[src/shared/awpc_defs.svh]
`ifndef AWPC_DEFS_SVH
`define AWPC_DEFS_SVH

// Register offsets.
`define AWPC_OFF_KEY_INDEX   8'he1
`define AWPC_OFF_KEY_DATA    8'he2
`define AWPC_OFF_STATUS      8'he3
`define AWPC_OFF_CONTROL     8'he4
`define AWPC_OFF_RST_SOURCE  8'he5
`define AWPC_OFF_LAST_STATE  8'he6

// Reset values and writable masks.
`define AWPC_RST_KEY_INDEX   8'h00
`define AWPC_RST_KEY_BYTE    8'hff
`define AWPC_RST_STATUS      8'h08
`define AWPC_RST_CONTROL     8'h00
`define AWPC_RST_SOURCE      8'h00
`define AWPC_MASK_CONTROL    8'hfc
`define AWPC_MASK_SOURCE     8'h1d
`define AWPC_MASK_LAST_STATE 8'h10

// Field positions.
`define AWPC_ST_STANDBY      5
`define AWPC_ST_DECISION     4
`define AWPC_ST_THERMAL      3
`define AWPC_ST_PANEL        2
`define AWPC_ST_MOUSE        1
`define AWPC_ST_KEYBOARD     0
`define AWPC_CT_OFF_PULSE    7
`define AWPC_CT_POLICY_HI    6
`define AWPC_CT_POLICY_LO    5
`define AWPC_CT_GATE_EN      4
`define AWPC_CT_ANY_KEY      3
`define AWPC_CT_HUNT         2
`define AWPC_RS_VID          4
`define AWPC_RS_GPIO_B       3
`define AWPC_RS_GPIO_A       2
`define AWPC_RS_SUPPLY_DIS   0
`define AWPC_LS_FLAG         4

// Index windows onto the key store.
`define AWPC_IDX_SET0        4'h0
`define AWPC_IDX_CAPTURE     4'h1
`define AWPC_IDX_SET1        4'h3
`define AWPC_IDX_SET2        4'h4
`define AWPC_IDX_LAST        4'he
`define AWPC_KEY_BYTES       15
`define AWPC_KEY_SETS        3

// Off pulse on return from power loss.
`define AWPC_OFF_PULSE_MS    4000
`define AWPC_CLK_KHZ         25000
`define AWPC_OFF_PULSE_CYCLES (`AWPC_OFF_PULSE_MS * `AWPC_CLK_KHZ)

`endif

[src/shared/awpc_pkg.sv]
`include "awpc_defs.svh"

package awpc_pkg;

    typedef enum logic [2:0] {
        AWPC_REG_SET0,
        AWPC_REG_SET1,
        AWPC_REG_SET2,
        AWPC_REG_CAPTURE,
        AWPC_REG_NONE
    } awpc_region_t;

    typedef enum logic [1:0] {
        AWPC_POL_OFF,
        AWPC_POL_ON,
        AWPC_POL_PRIOR,
        AWPC_POL_USER
    } awpc_policy_t;

    typedef struct packed {
        logic standby_cycled;
        logic thermal;
        logic panel_switch_in;
        logic mouse_wake;
    } awpc_evt_t;

endpackage

[src/verilog/awpc_ctrl.sv]
// The implementer's own choice: the address-and-strobe port.
`include "awpc_defs.svh"

module awpc_ctrl
    import awpc_pkg::*;
#(
    parameter int unsigned OFF_PULSE_CYCLES = `AWPC_OFF_PULSE_CYCLES
) (
    input  wire logic       CLK,
    input  wire logic       RST_N,
    input  wire logic       HOST_RST_N,
    input  wire logic [7:0] ADDR,
    input  wire logic [7:0] WDATA,
    input  wire logic       WR,
    input  wire logic       RD,
    output logic      [7:0] RDATA,
    input  wire logic       KEY_VALID,
    input  wire logic [7:0] KEY_BYTE,
    input  wire awpc_evt_t  EVT,
    input  wire logic       POWER_RETURN,
    input  wire logic       SYSTEM_WAS_ON,
    input  wire logic       SUPPLY_GOOD_IN,
    input  wire logic       POWER_GOOD_IN,
    output logic            POWER_SWITCH_OUT_N,
    output logic            STANDBY_GATE_N,
    output logic            POWER_GOOD_OUT,
    output logic            POWER_GOOD_OUT_SECOND,
    output logic            VOLTAGE_ID_RST_N,
    output logic            GPIO_A_RST_N,
    output logic            GPIO_B_RST_N,
    output logic            WAKE_REQ
);

    localparam int CW = $clog2(OFF_PULSE_CYCLES + 1);

    ////////////////////////////////////////////////////////////////////////
    logic [7:0]    index_reg;
    logic [7:0]    status_reg;
    logic [7:0]    status_next;
    logic [7:0]    control_reg;
    logic [7:0]    source_reg;
    logic [7:0]    last_state_reg;
    logic [7:0]    rdata_reg;
    logic [7:0]    rd_value;
    logic [7:0]    key_mem_reg [0:`AWPC_KEY_SETS*16-1];
    logic [7:0]    capture_reg [0:`AWPC_KEY_BYTES-1];
    logic          key_seen_reg;
    logic          panel_prev_reg;
    logic          power_switch_out_n_n_reg;
    logic          gate_n_reg;
    logic          pgood_reg;
    logic          vid_rst_n_reg;
    logic          gpa_rst_n_reg;
    logic          gpb_rst_n_reg;
    logic          wake_reg;
    logic [CW-1:0] pulse_cnt_reg;
    awpc_region_t  region;
    logic          wr_index;
    logic          wr_data;
    logic          rd_status;
    logic          panel_evt;
    logic          kb_evt;
    logic          wake_evt;
    logic          decide_off;
    logic          pulse_start;

    ////////////////////////////////////////////////////////////////////////
    function automatic awpc_region_t region_of(input logic [7:0] idx);
        awpc_region_t r;
        r = AWPC_REG_NONE;
        if (idx[3:0] > `AWPC_IDX_LAST) begin
            r = AWPC_REG_NONE;
        end else if (idx[7:4] == `AWPC_IDX_SET0) begin
            r = AWPC_REG_SET0;
        end else if (idx[7:4] == `AWPC_IDX_SET1) begin
            r = AWPC_REG_SET1;
        end else if (idx[7:4] == `AWPC_IDX_SET2) begin
            r = AWPC_REG_SET2;
        end else if (idx[7:4] == `AWPC_IDX_CAPTURE) begin
            r = AWPC_REG_CAPTURE;
        end
        return r;
    endfunction

    function automatic logic [5:0] mem_addr(input awpc_region_t r, input logic [3:0] lo);
        logic [1:0] set;
        set = 2'd0;
        case (r)
            AWPC_REG_SET1: set = 2'd1;
            AWPC_REG_SET2: set = 2'd2;
            default:       set = 2'd0;
        endcase
        return {set, lo};
    endfunction

    // Zero bytes act as wildcards, so a short sequence may be stored.
    function automatic logic set_match(input logic [1:0] set);
        logic hit;
        logic any;
        logic [7:0] s;
        hit = 1'b1;
        any = 1'b0;
        s   = 8'h00;
        for (int i = 0; i < `AWPC_KEY_BYTES; i++) begin
            s = key_mem_reg[{set, i[3:0]}];
            if (s != 8'h00) begin
                any = 1'b1;
                if (s != capture_reg[i]) begin
                    hit = 1'b0;
                end
            end
        end
        return hit && any;
    endfunction

    function automatic logic off_decision(input awpc_policy_t pol, input logic was_on,
                                          input logic flag);
        logic off;
        off = 1'b1;
        case (pol)
            AWPC_POL_OFF:   off = 1'b1;
            AWPC_POL_ON:    off = 1'b0;
            AWPC_POL_PRIOR: off = ~was_on;
            AWPC_POL_USER:  off = flag;
            default:        off = 1'b1;
        endcase
        return off;
    endfunction

    ////////////////////////////////////////////////////////////////////////
    assign region    = region_of(index_reg);
    assign wr_index  = WR && (ADDR == `AWPC_OFF_KEY_INDEX);
    assign wr_data   = WR && (ADDR == `AWPC_OFF_KEY_DATA);
    assign rd_status = RD && (ADDR == `AWPC_OFF_STATUS);
    assign panel_evt = EVT.panel_switch_in && !panel_prev_reg;
    assign kb_evt    = key_seen_reg && (control_reg[`AWPC_CT_ANY_KEY] ||
                       set_match(2'd0) || set_match(2'd1) || set_match(2'd2));
    assign wake_evt  = kb_evt || EVT.mouse_wake || panel_evt;
    assign decide_off = off_decision(awpc_policy_t'(
                        control_reg[`AWPC_CT_POLICY_HI:`AWPC_CT_POLICY_LO]),
                        SYSTEM_WAS_ON, last_state_reg[`AWPC_LS_FLAG]);
    assign pulse_start = POWER_RETURN && decide_off &&
                         control_reg[`AWPC_CT_OFF_PULSE];

    ////////////////////////////////////////////////////////////////////////
    // The index only moves on an explicit write, so software can poll one byte.
    always_ff @(posedge CLK or negedge RST_N) begin
        if (!RST_N) begin
            index_reg <= `AWPC_RST_KEY_INDEX;
        end else if (wr_index) begin
            index_reg <= WDATA;
        end
    end

    always_ff @(posedge CLK or negedge RST_N) begin
        if (!RST_N) begin
            for (int i = 0; i < `AWPC_KEY_SETS*16; i++) begin
                key_mem_reg[i] <= `AWPC_RST_KEY_BYTE;
            end
        end else if (wr_data && (region != AWPC_REG_NONE) &&
                     (region != AWPC_REG_CAPTURE)) begin
            key_mem_reg[mem_addr(region, index_reg[3:0])] <= WDATA;
        end
    end

    // Oldest byte sits at slot 0 and the newest at the top slot.
    always_ff @(posedge CLK or negedge RST_N) begin
        if (!RST_N) begin
            for (int i = 0; i < `AWPC_KEY_BYTES; i++) begin
                capture_reg[i] <= `AWPC_RST_KEY_BYTE;
            end
        end else if (KEY_VALID) begin
            for (int i = 0; i < `AWPC_KEY_BYTES - 1; i++) begin
                capture_reg[i] <= capture_reg[i+1];
            end
            capture_reg[`AWPC_KEY_BYTES-1] <= KEY_BYTE;
        end
    end

    always_ff @(posedge CLK or negedge RST_N) begin
        if (!RST_N) begin
            key_seen_reg   <= 1'b0;
            panel_prev_reg <= 1'b0;
        end else begin
            key_seen_reg   <= KEY_VALID;
            panel_prev_reg <= EVT.panel_switch_in;
        end
    end

    ////////////////////////////////////////////////////////////////////////
    // An event in the same cycle as the clearing read survives that read.
    always_comb begin
        status_next = rd_status ? 8'h00 : status_reg;
        if (EVT.standby_cycled) begin
            status_next[`AWPC_ST_STANDBY] = 1'b1;
        end
        if (POWER_RETURN) begin
            status_next[`AWPC_ST_DECISION] = decide_off;
        end
        if (EVT.thermal) begin
            status_next[`AWPC_ST_THERMAL] = 1'b1;
        end
        if (panel_evt) begin
            status_next[`AWPC_ST_PANEL] = 1'b1;
        end
        if (EVT.mouse_wake) begin
            status_next[`AWPC_ST_MOUSE] = 1'b1;
        end
        if (kb_evt) begin
            status_next[`AWPC_ST_KEYBOARD] = 1'b1;
        end
        status_next[7:6] = 2'b00;
    end

    always_ff @(posedge CLK or negedge RST_N) begin
        if (!RST_N) begin
            status_reg <= `AWPC_RST_STATUS;
        end else begin
            status_reg <= status_next;
        end
    end

    // Host reset wins over a write; a captured wake wins over a write too.
    always_ff @(posedge CLK or negedge RST_N) begin
        if (!RST_N) begin
            control_reg <= `AWPC_RST_CONTROL;
        end else begin
            if (WR && (ADDR == `AWPC_OFF_CONTROL)) begin
                control_reg <= WDATA & `AWPC_MASK_CONTROL;
            end
            if (wake_evt) begin
                control_reg[`AWPC_CT_HUNT] <= 1'b0;
            end
            if (!HOST_RST_N) begin
                control_reg[`AWPC_CT_ANY_KEY] <= 1'b0;
                control_reg[`AWPC_CT_HUNT]    <= 1'b0;
            end
        end
    end

    always_ff @(posedge CLK or negedge RST_N) begin
        if (!RST_N) begin
            source_reg <= `AWPC_RST_SOURCE;
        end else if (WR && (ADDR == `AWPC_OFF_RST_SOURCE)) begin
            source_reg <= WDATA & `AWPC_MASK_SOURCE;
        end
    end

    // Only the power-on reset and a software write touch this flag, standing in for battery power.
    always_ff @(posedge CLK or negedge RST_N) begin
        if (!RST_N) begin
            last_state_reg <= 8'h00;
        end else if (WR && (ADDR == `AWPC_OFF_LAST_STATE)) begin
            last_state_reg <= WDATA & `AWPC_MASK_LAST_STATE;
        end
    end

    ////////////////////////////////////////////////////////////////////////
    always_comb begin
        rd_value = 8'h00;
        if (ADDR == `AWPC_OFF_KEY_INDEX) begin
            rd_value = index_reg;
        end else if (ADDR == `AWPC_OFF_KEY_DATA) begin
            if (region == AWPC_REG_CAPTURE) begin
                rd_value = capture_reg[index_reg[3:0]];
            end else if (region == AWPC_REG_NONE) begin
                rd_value = `AWPC_RST_KEY_BYTE;
            end else begin
                rd_value = key_mem_reg[mem_addr(region, index_reg[3:0])];
            end
        end else if (ADDR == `AWPC_OFF_STATUS) begin
            rd_value = status_reg;
            rd_value[`AWPC_ST_DECISION] = status_reg[`AWPC_ST_DECISION] &&
                                          control_reg[`AWPC_CT_OFF_PULSE];
        end else if (ADDR == `AWPC_OFF_CONTROL) begin
            rd_value = control_reg;
        end else if (ADDR == `AWPC_OFF_RST_SOURCE) begin
            rd_value = source_reg;
        end else if (ADDR == `AWPC_OFF_LAST_STATE) begin
            rd_value = last_state_reg;
        end
    end

    always_ff @(posedge CLK or negedge RST_N) begin
        if (!RST_N) begin
            rdata_reg <= 8'h00;
        end else begin
            rdata_reg <= RD ? rd_value : 8'h00;
        end
    end

    ////////////////////////////////////////////////////////////////////////
    // A new return restarts the count rather than stacking pulses.
    always_ff @(posedge CLK or negedge RST_N) begin
        if (!RST_N) begin
            pulse_cnt_reg <= '0;
        end else if (pulse_start) begin
            pulse_cnt_reg <= CW'(OFF_PULSE_CYCLES);
        end else if (pulse_cnt_reg != '0) begin
            pulse_cnt_reg <= pulse_cnt_reg - CW'(1);
        end
    end

    always_ff @(posedge CLK or negedge RST_N) begin
        if (!RST_N) begin
            power_switch_out_n_n_reg <= 1'b1;
            wake_reg    <= 1'b0;
        end else begin
            power_switch_out_n_n_reg <= !(pulse_start || (pulse_cnt_reg > CW'(1)) ||
                             EVT.panel_switch_in);
            wake_reg    <= wake_evt && control_reg[`AWPC_CT_HUNT];
        end
    end

    // Outputs are registered so a glitch on the inputs never reaches the chipset.
    always_ff @(posedge CLK or negedge RST_N) begin
        if (!RST_N) begin
            gate_n_reg    <= 1'b1;
            pgood_reg     <= 1'b0;
            vid_rst_n_reg <= 1'b0;
            gpa_rst_n_reg <= 1'b0;
            gpb_rst_n_reg <= 1'b0;
        end else begin
            gate_n_reg    <= !(control_reg[`AWPC_CT_GATE_EN] && POWER_GOOD_IN);
            pgood_reg     <= POWER_GOOD_IN && (source_reg[`AWPC_RS_SUPPLY_DIS] ||
                             SUPPLY_GOOD_IN);
            vid_rst_n_reg <= source_reg[`AWPC_RS_VID] ? POWER_GOOD_IN : HOST_RST_N;
            gpb_rst_n_reg <= source_reg[`AWPC_RS_GPIO_B] ? POWER_GOOD_IN : HOST_RST_N;
            gpa_rst_n_reg <= source_reg[`AWPC_RS_GPIO_A] ? POWER_GOOD_IN : HOST_RST_N;
        end
    end

    assign RDATA                 = rdata_reg;
    assign POWER_SWITCH_OUT_N    = power_switch_out_n_n_reg;
    assign STANDBY_GATE_N        = gate_n_reg;
    assign POWER_GOOD_OUT        = pgood_reg;
    assign POWER_GOOD_OUT_SECOND = pgood_reg;
    assign VOLTAGE_ID_RST_N      = vid_rst_n_reg;
    assign GPIO_A_RST_N          = gpa_rst_n_reg;
    assign GPIO_B_RST_N          = gpb_rst_n_reg;
    assign WAKE_REQ              = wake_reg;
endmodule

[config.mk]
export PLATFORM = sky130hd
export DESIGN_NAME = awpc_ctrl
export DESIGN_NICKNAME = d
export VERILOG_FILES = /design/src/shared/awpc_pkg.sv /design/src/verilog/awpc_ctrl.sv
export VERILOG_INCLUDE_DIRS = /design/src /design/src/shared
export SDC_FILE = /design/constraint.sdc
export NUM_CORES = 1
export LEC_CHECK = 0
export ABC_CLOCK_PERIOD_IN_PS = 3100
export BUFFER_PORTS_ARGS = -buffer_cell sky130_fd_sc_hd__buf_2
export CAP_MARGIN = 0
export CELL_PAD_IN_SITES_DETAIL_PLACEMENT = 0
export CELL_PAD_IN_SITES_GLOBAL_PLACEMENT = 1
export CORE_ASPECT_RATIO = 0.5
export CORE_UTILIZATION = 52
export CTS_CLUSTER_DIAMETER = 40
export DETAILED_ROUTE_END_ITERATION = 10
export GPL_TIMING_DRIVEN = 0
export PLACE_DENSITY_LB_ADDON = 0.1
export RECOVER_POWER = 25
export SETUP_SLACK_MARGIN = 0.1
export SYNTH_ARGS = -nofsm -noshare
export SYNTH_HDL_FRONTEND = slang
export SYNTH_SLANG_ARGS = --single-unit
[constraint.sdc]
create_clock -name CLK -period 3.1 [get_ports CLK]
set_input_delay 0.62 -clock CLK [delete_from_list [all_inputs] [get_ports CLK]]
set_output_delay 0.62 -clock CLK [all_outputs]
set_load 0.02 [all_outputs]
==> impl_metrics.yaml <==
cells_and_area:
  nFillCells: 5020
  fin_util_pct: 60.1
  seq_area_um2: 15000
  area_growth_pct: 13.1
  drive_gt1_share_pct: 49.6
  final_cell_mix: "mux2_2 (526), dfstp_2 (500), xnor2_1 (338)"
  nNetsFinal: 2844
  multiInputGateArea_um2: 16200
  final_area_um2: 35900
  final_common_cell: "mux2_2"
  largest_reg_flops: 384
clock_network:
  root_buffer: "clkbuf_16"
  cts_buffer_depth: 3
  insertion_delay_ps: 660
  cts.clk_slew.worst_paths_ps: 70
  cts_tree: "built"
  cts_hold_buf: 0
  cts_buffers: 58
  htree_levels: 2
  clock_sinks: 573
sta:
  maxSlewViolCount: 35
  finalHoldViolations: 0
  worst_slack_ps: -259
  setup_viol: 6
  max_freq_mhz: 298
  rsz0062_at_grt: "true"
  final.period_utilization_pct: 108
  slew_headroom_pct: -48.4
  skew_ps: 37.2
  whs_ps: 144
  min_period_ps: 3360
  worst_pin_slew_ps: 2230
routing:
  top_layer_used: "met5"
  antenna_left: 0
  avgRoutedWirePerCell_um: 40.3
  drt-initial-drc-count: 3896
  viasPerCell: 7.13
  dr.pass1.iters: 7
  route.layer.met1.wl_um: 58800
  routed_wl_um: 148000
  dr_wl_met2_um: 56900
  drc: 0
  wl_met3_um: 23600
  num_vias: 26200
placement:
  place_congestion: 1.12
  io_buffers: 42
  place_hpwl_um: 108000
  placedInstanceArea_um2: 33200
pwr:
  peakVddDrop_uv: 458
  power_density_nw_per_um2: 663
  p_total_uw: 23800
  leakage_uw: 0.0134
floorplanning:
  core.rowCount: 63
  core_um2: 59700
  die_w_um: 351
  die_h_um: 177
  start_util_pct: 53.1
  die-area_um2: 62100
  io_pins: 54
critical_path:
  cp_slowest_stage_delay_ps: 560
  critPathMaxFanout: 9
  critPathCaptureType: "register"
  cp-start-kind: "register"
  worstPathArrival_ps: 3950
  path_cells: "or4b_4, or3b_4, buf_6, or3_4, nor3_4, nor3_4, a311oi_4, o221a_1"
  critical_path_required_ps: 3690
  crit_family: "simple AND/OR/NAND/NOR gates"
  worst-path-buf-inv: 1
  slowest_stage: "or4b_4"
  critical_path_class: "reg2reg"
  critPathMostFrequentCell: "nor3_4"
synthesis:
  synth_area_um2: 31800
  synth_cell_types: 86
  syn_avg_cell_area_um2: 11.4
  synth_top_area_share_pct: 41.9
  yosysWarnings: 0
  synth_xor_area_share_pct: 10.4
  synth_top_family_by_area: "multiplexers"
  synthMuxAreaShare_pct: 19.8
  synth_fa_ha_area_share_pct: 0.0788
  ys_seq_area_share_pct: 47.1
  synth_compound_area_share_pct: 8.73
  synth-seq-cells: 573
  syn-instance-count: 2779
  synth-async-reset-ratio_pct: 100
  synth-edff-count: 0
  ys.flop_type: "dfstp_2"
  synthTopCellsByArea: "dfstp_2 (42%), mux2_2 (19%), xnor2_1 (9.3%)"
  yosys.area_share.simple_pct: 10.1
  syn_nets: 2819
  synth_area_leader_cell: "dfstp_2"
grt:
  grt_antenna_before_repair: 19
  grt_pass1_wl_um: 202000
  grt_usage_pct: 47.8
  overflow: 0
  grt_start_max_net_pins: 127
  grt_pass1_vias: 25000
status:
  status: "finished with violations"
  violations: "max-capacitance violations, max-slew violations, negative setup slack"
job:
  drv_cap: 1
min_path:
  hold_path_class: "in2reg"
==> path summary, 6_finish.rpt <==
| path | startpoint | to | slack, ps | cells after the start |
|---|---|---|---|---|
| max in group asynchronous | RST_N | index_reg[5] | 400 | 3 |
| hold / removal | EVT[1] | panel_prev_reg | 140 | 1 |
| setup reg to reg | index_reg[7] | RDATA[3] | -260 | 8 |
| min in group asynchronous | RST_N | key_mem_reg[38] | 1390 | 1 |
| hold reg to reg | control_reg[4] | STANDBY_GATE_N | 420 | 1 |
| setup / recovery | index_reg[7] | RDATA[3] | -260 | 8 |
==> per-layer routing <==
layer  track usage [%]  vias to the layer above
li1                  -                    10200
met1              64.0                    13500
met2              63.0                     2004
met3              24.0                      498
met4              22.8                       18
met5              2.83                        -
==> synth_stat cells, types with 5 or more instances <==
cell / count
inv_1: 12
o221ai_1: 16
and3_1: 11
a211oi_1: 5
buf_2: 24
a22o_1: 11
dfrtp_1: 66
nor2_2: 23
dfstp_2: 507
clkbuf_1: 211
nor4_1: 109
o2111ai_1: 5
nor3_1: 27
nand2_1: 108
a211o_1: 6
nand3b_1: 6
a41oi_1: 6
o211ai_1: 5
or4_1: 16
nand4_1: 103
a21oi_1: 48
o21ai_0: 82
nand2_2: 24
o21a_1: 6
or2_2: 6
nor2b_1: 10
nand3_1: 16
mux4_2: 5
a31oi_1: 8
buf_4: 6
mux2i_1: 22
nor2_1: 71
xnor2_1: 338
or3_1: 8
a22oi_1: 64
a221oi_1: 10
a21o_1: 9
a221o_1: 7
o311ai_0: 5
buf_1: 24
o41ai_1: 5
o22ai_1: 84
mux2_2: 526
xor2_1: 39
nand2b_1: 8
==> report_power, final <==
part | total [uW] | leakage [uW] | internal [uW] | switching (uW)
combinational | 4460 | 0.00641 | 2150 | 2300
sequential | 11700 | 0.00604 | 8730 | 2950
clock | 7670 | 0.000988 | 4290 | 3380
==> cells by family (layout without fill, tap and decap cells) <==
group,count (synthesis),in the layout
flops,573,573
other cells,0,14
fa+ha+maj,2,2
xor+xnor,377,377
mux,556,556
buf+inv,285,358
simple gates,576,576
compound gates,410,410
==> final cells by class <==
class,count,share of cell area [%]
well taps,812,2.83
multi-input cells,1921,45.1
clock inverters,29,1.04
clock buffers,79,4.68
flip-flops and latches,573,41.7
repair buffers,65,1.40
diodes,14,0.0975
inverters,12,0.125
plain buffers,173,3.03
==> stage by stage <==
stage	std cells	setup slack, ps	setup TNS, ps
after global placement	3633	-10080	-4354160
final	3678	-259	-808
after floorplan	2779	355	0
after CTS	3679	-71.7	-71.7
after detailed placement	3640	-2230	-285820
after global routing	3666	-202	-424
==> what timing repair did <==
action	4_1_cts	5_1_grt
pin swaps	18	8
setup buffers	16	0
hold endpoints to repair	0	0
endpoints found under the setup margin	375	309
gates resized for setup	244	43
(Power assumes the default switching activity.)
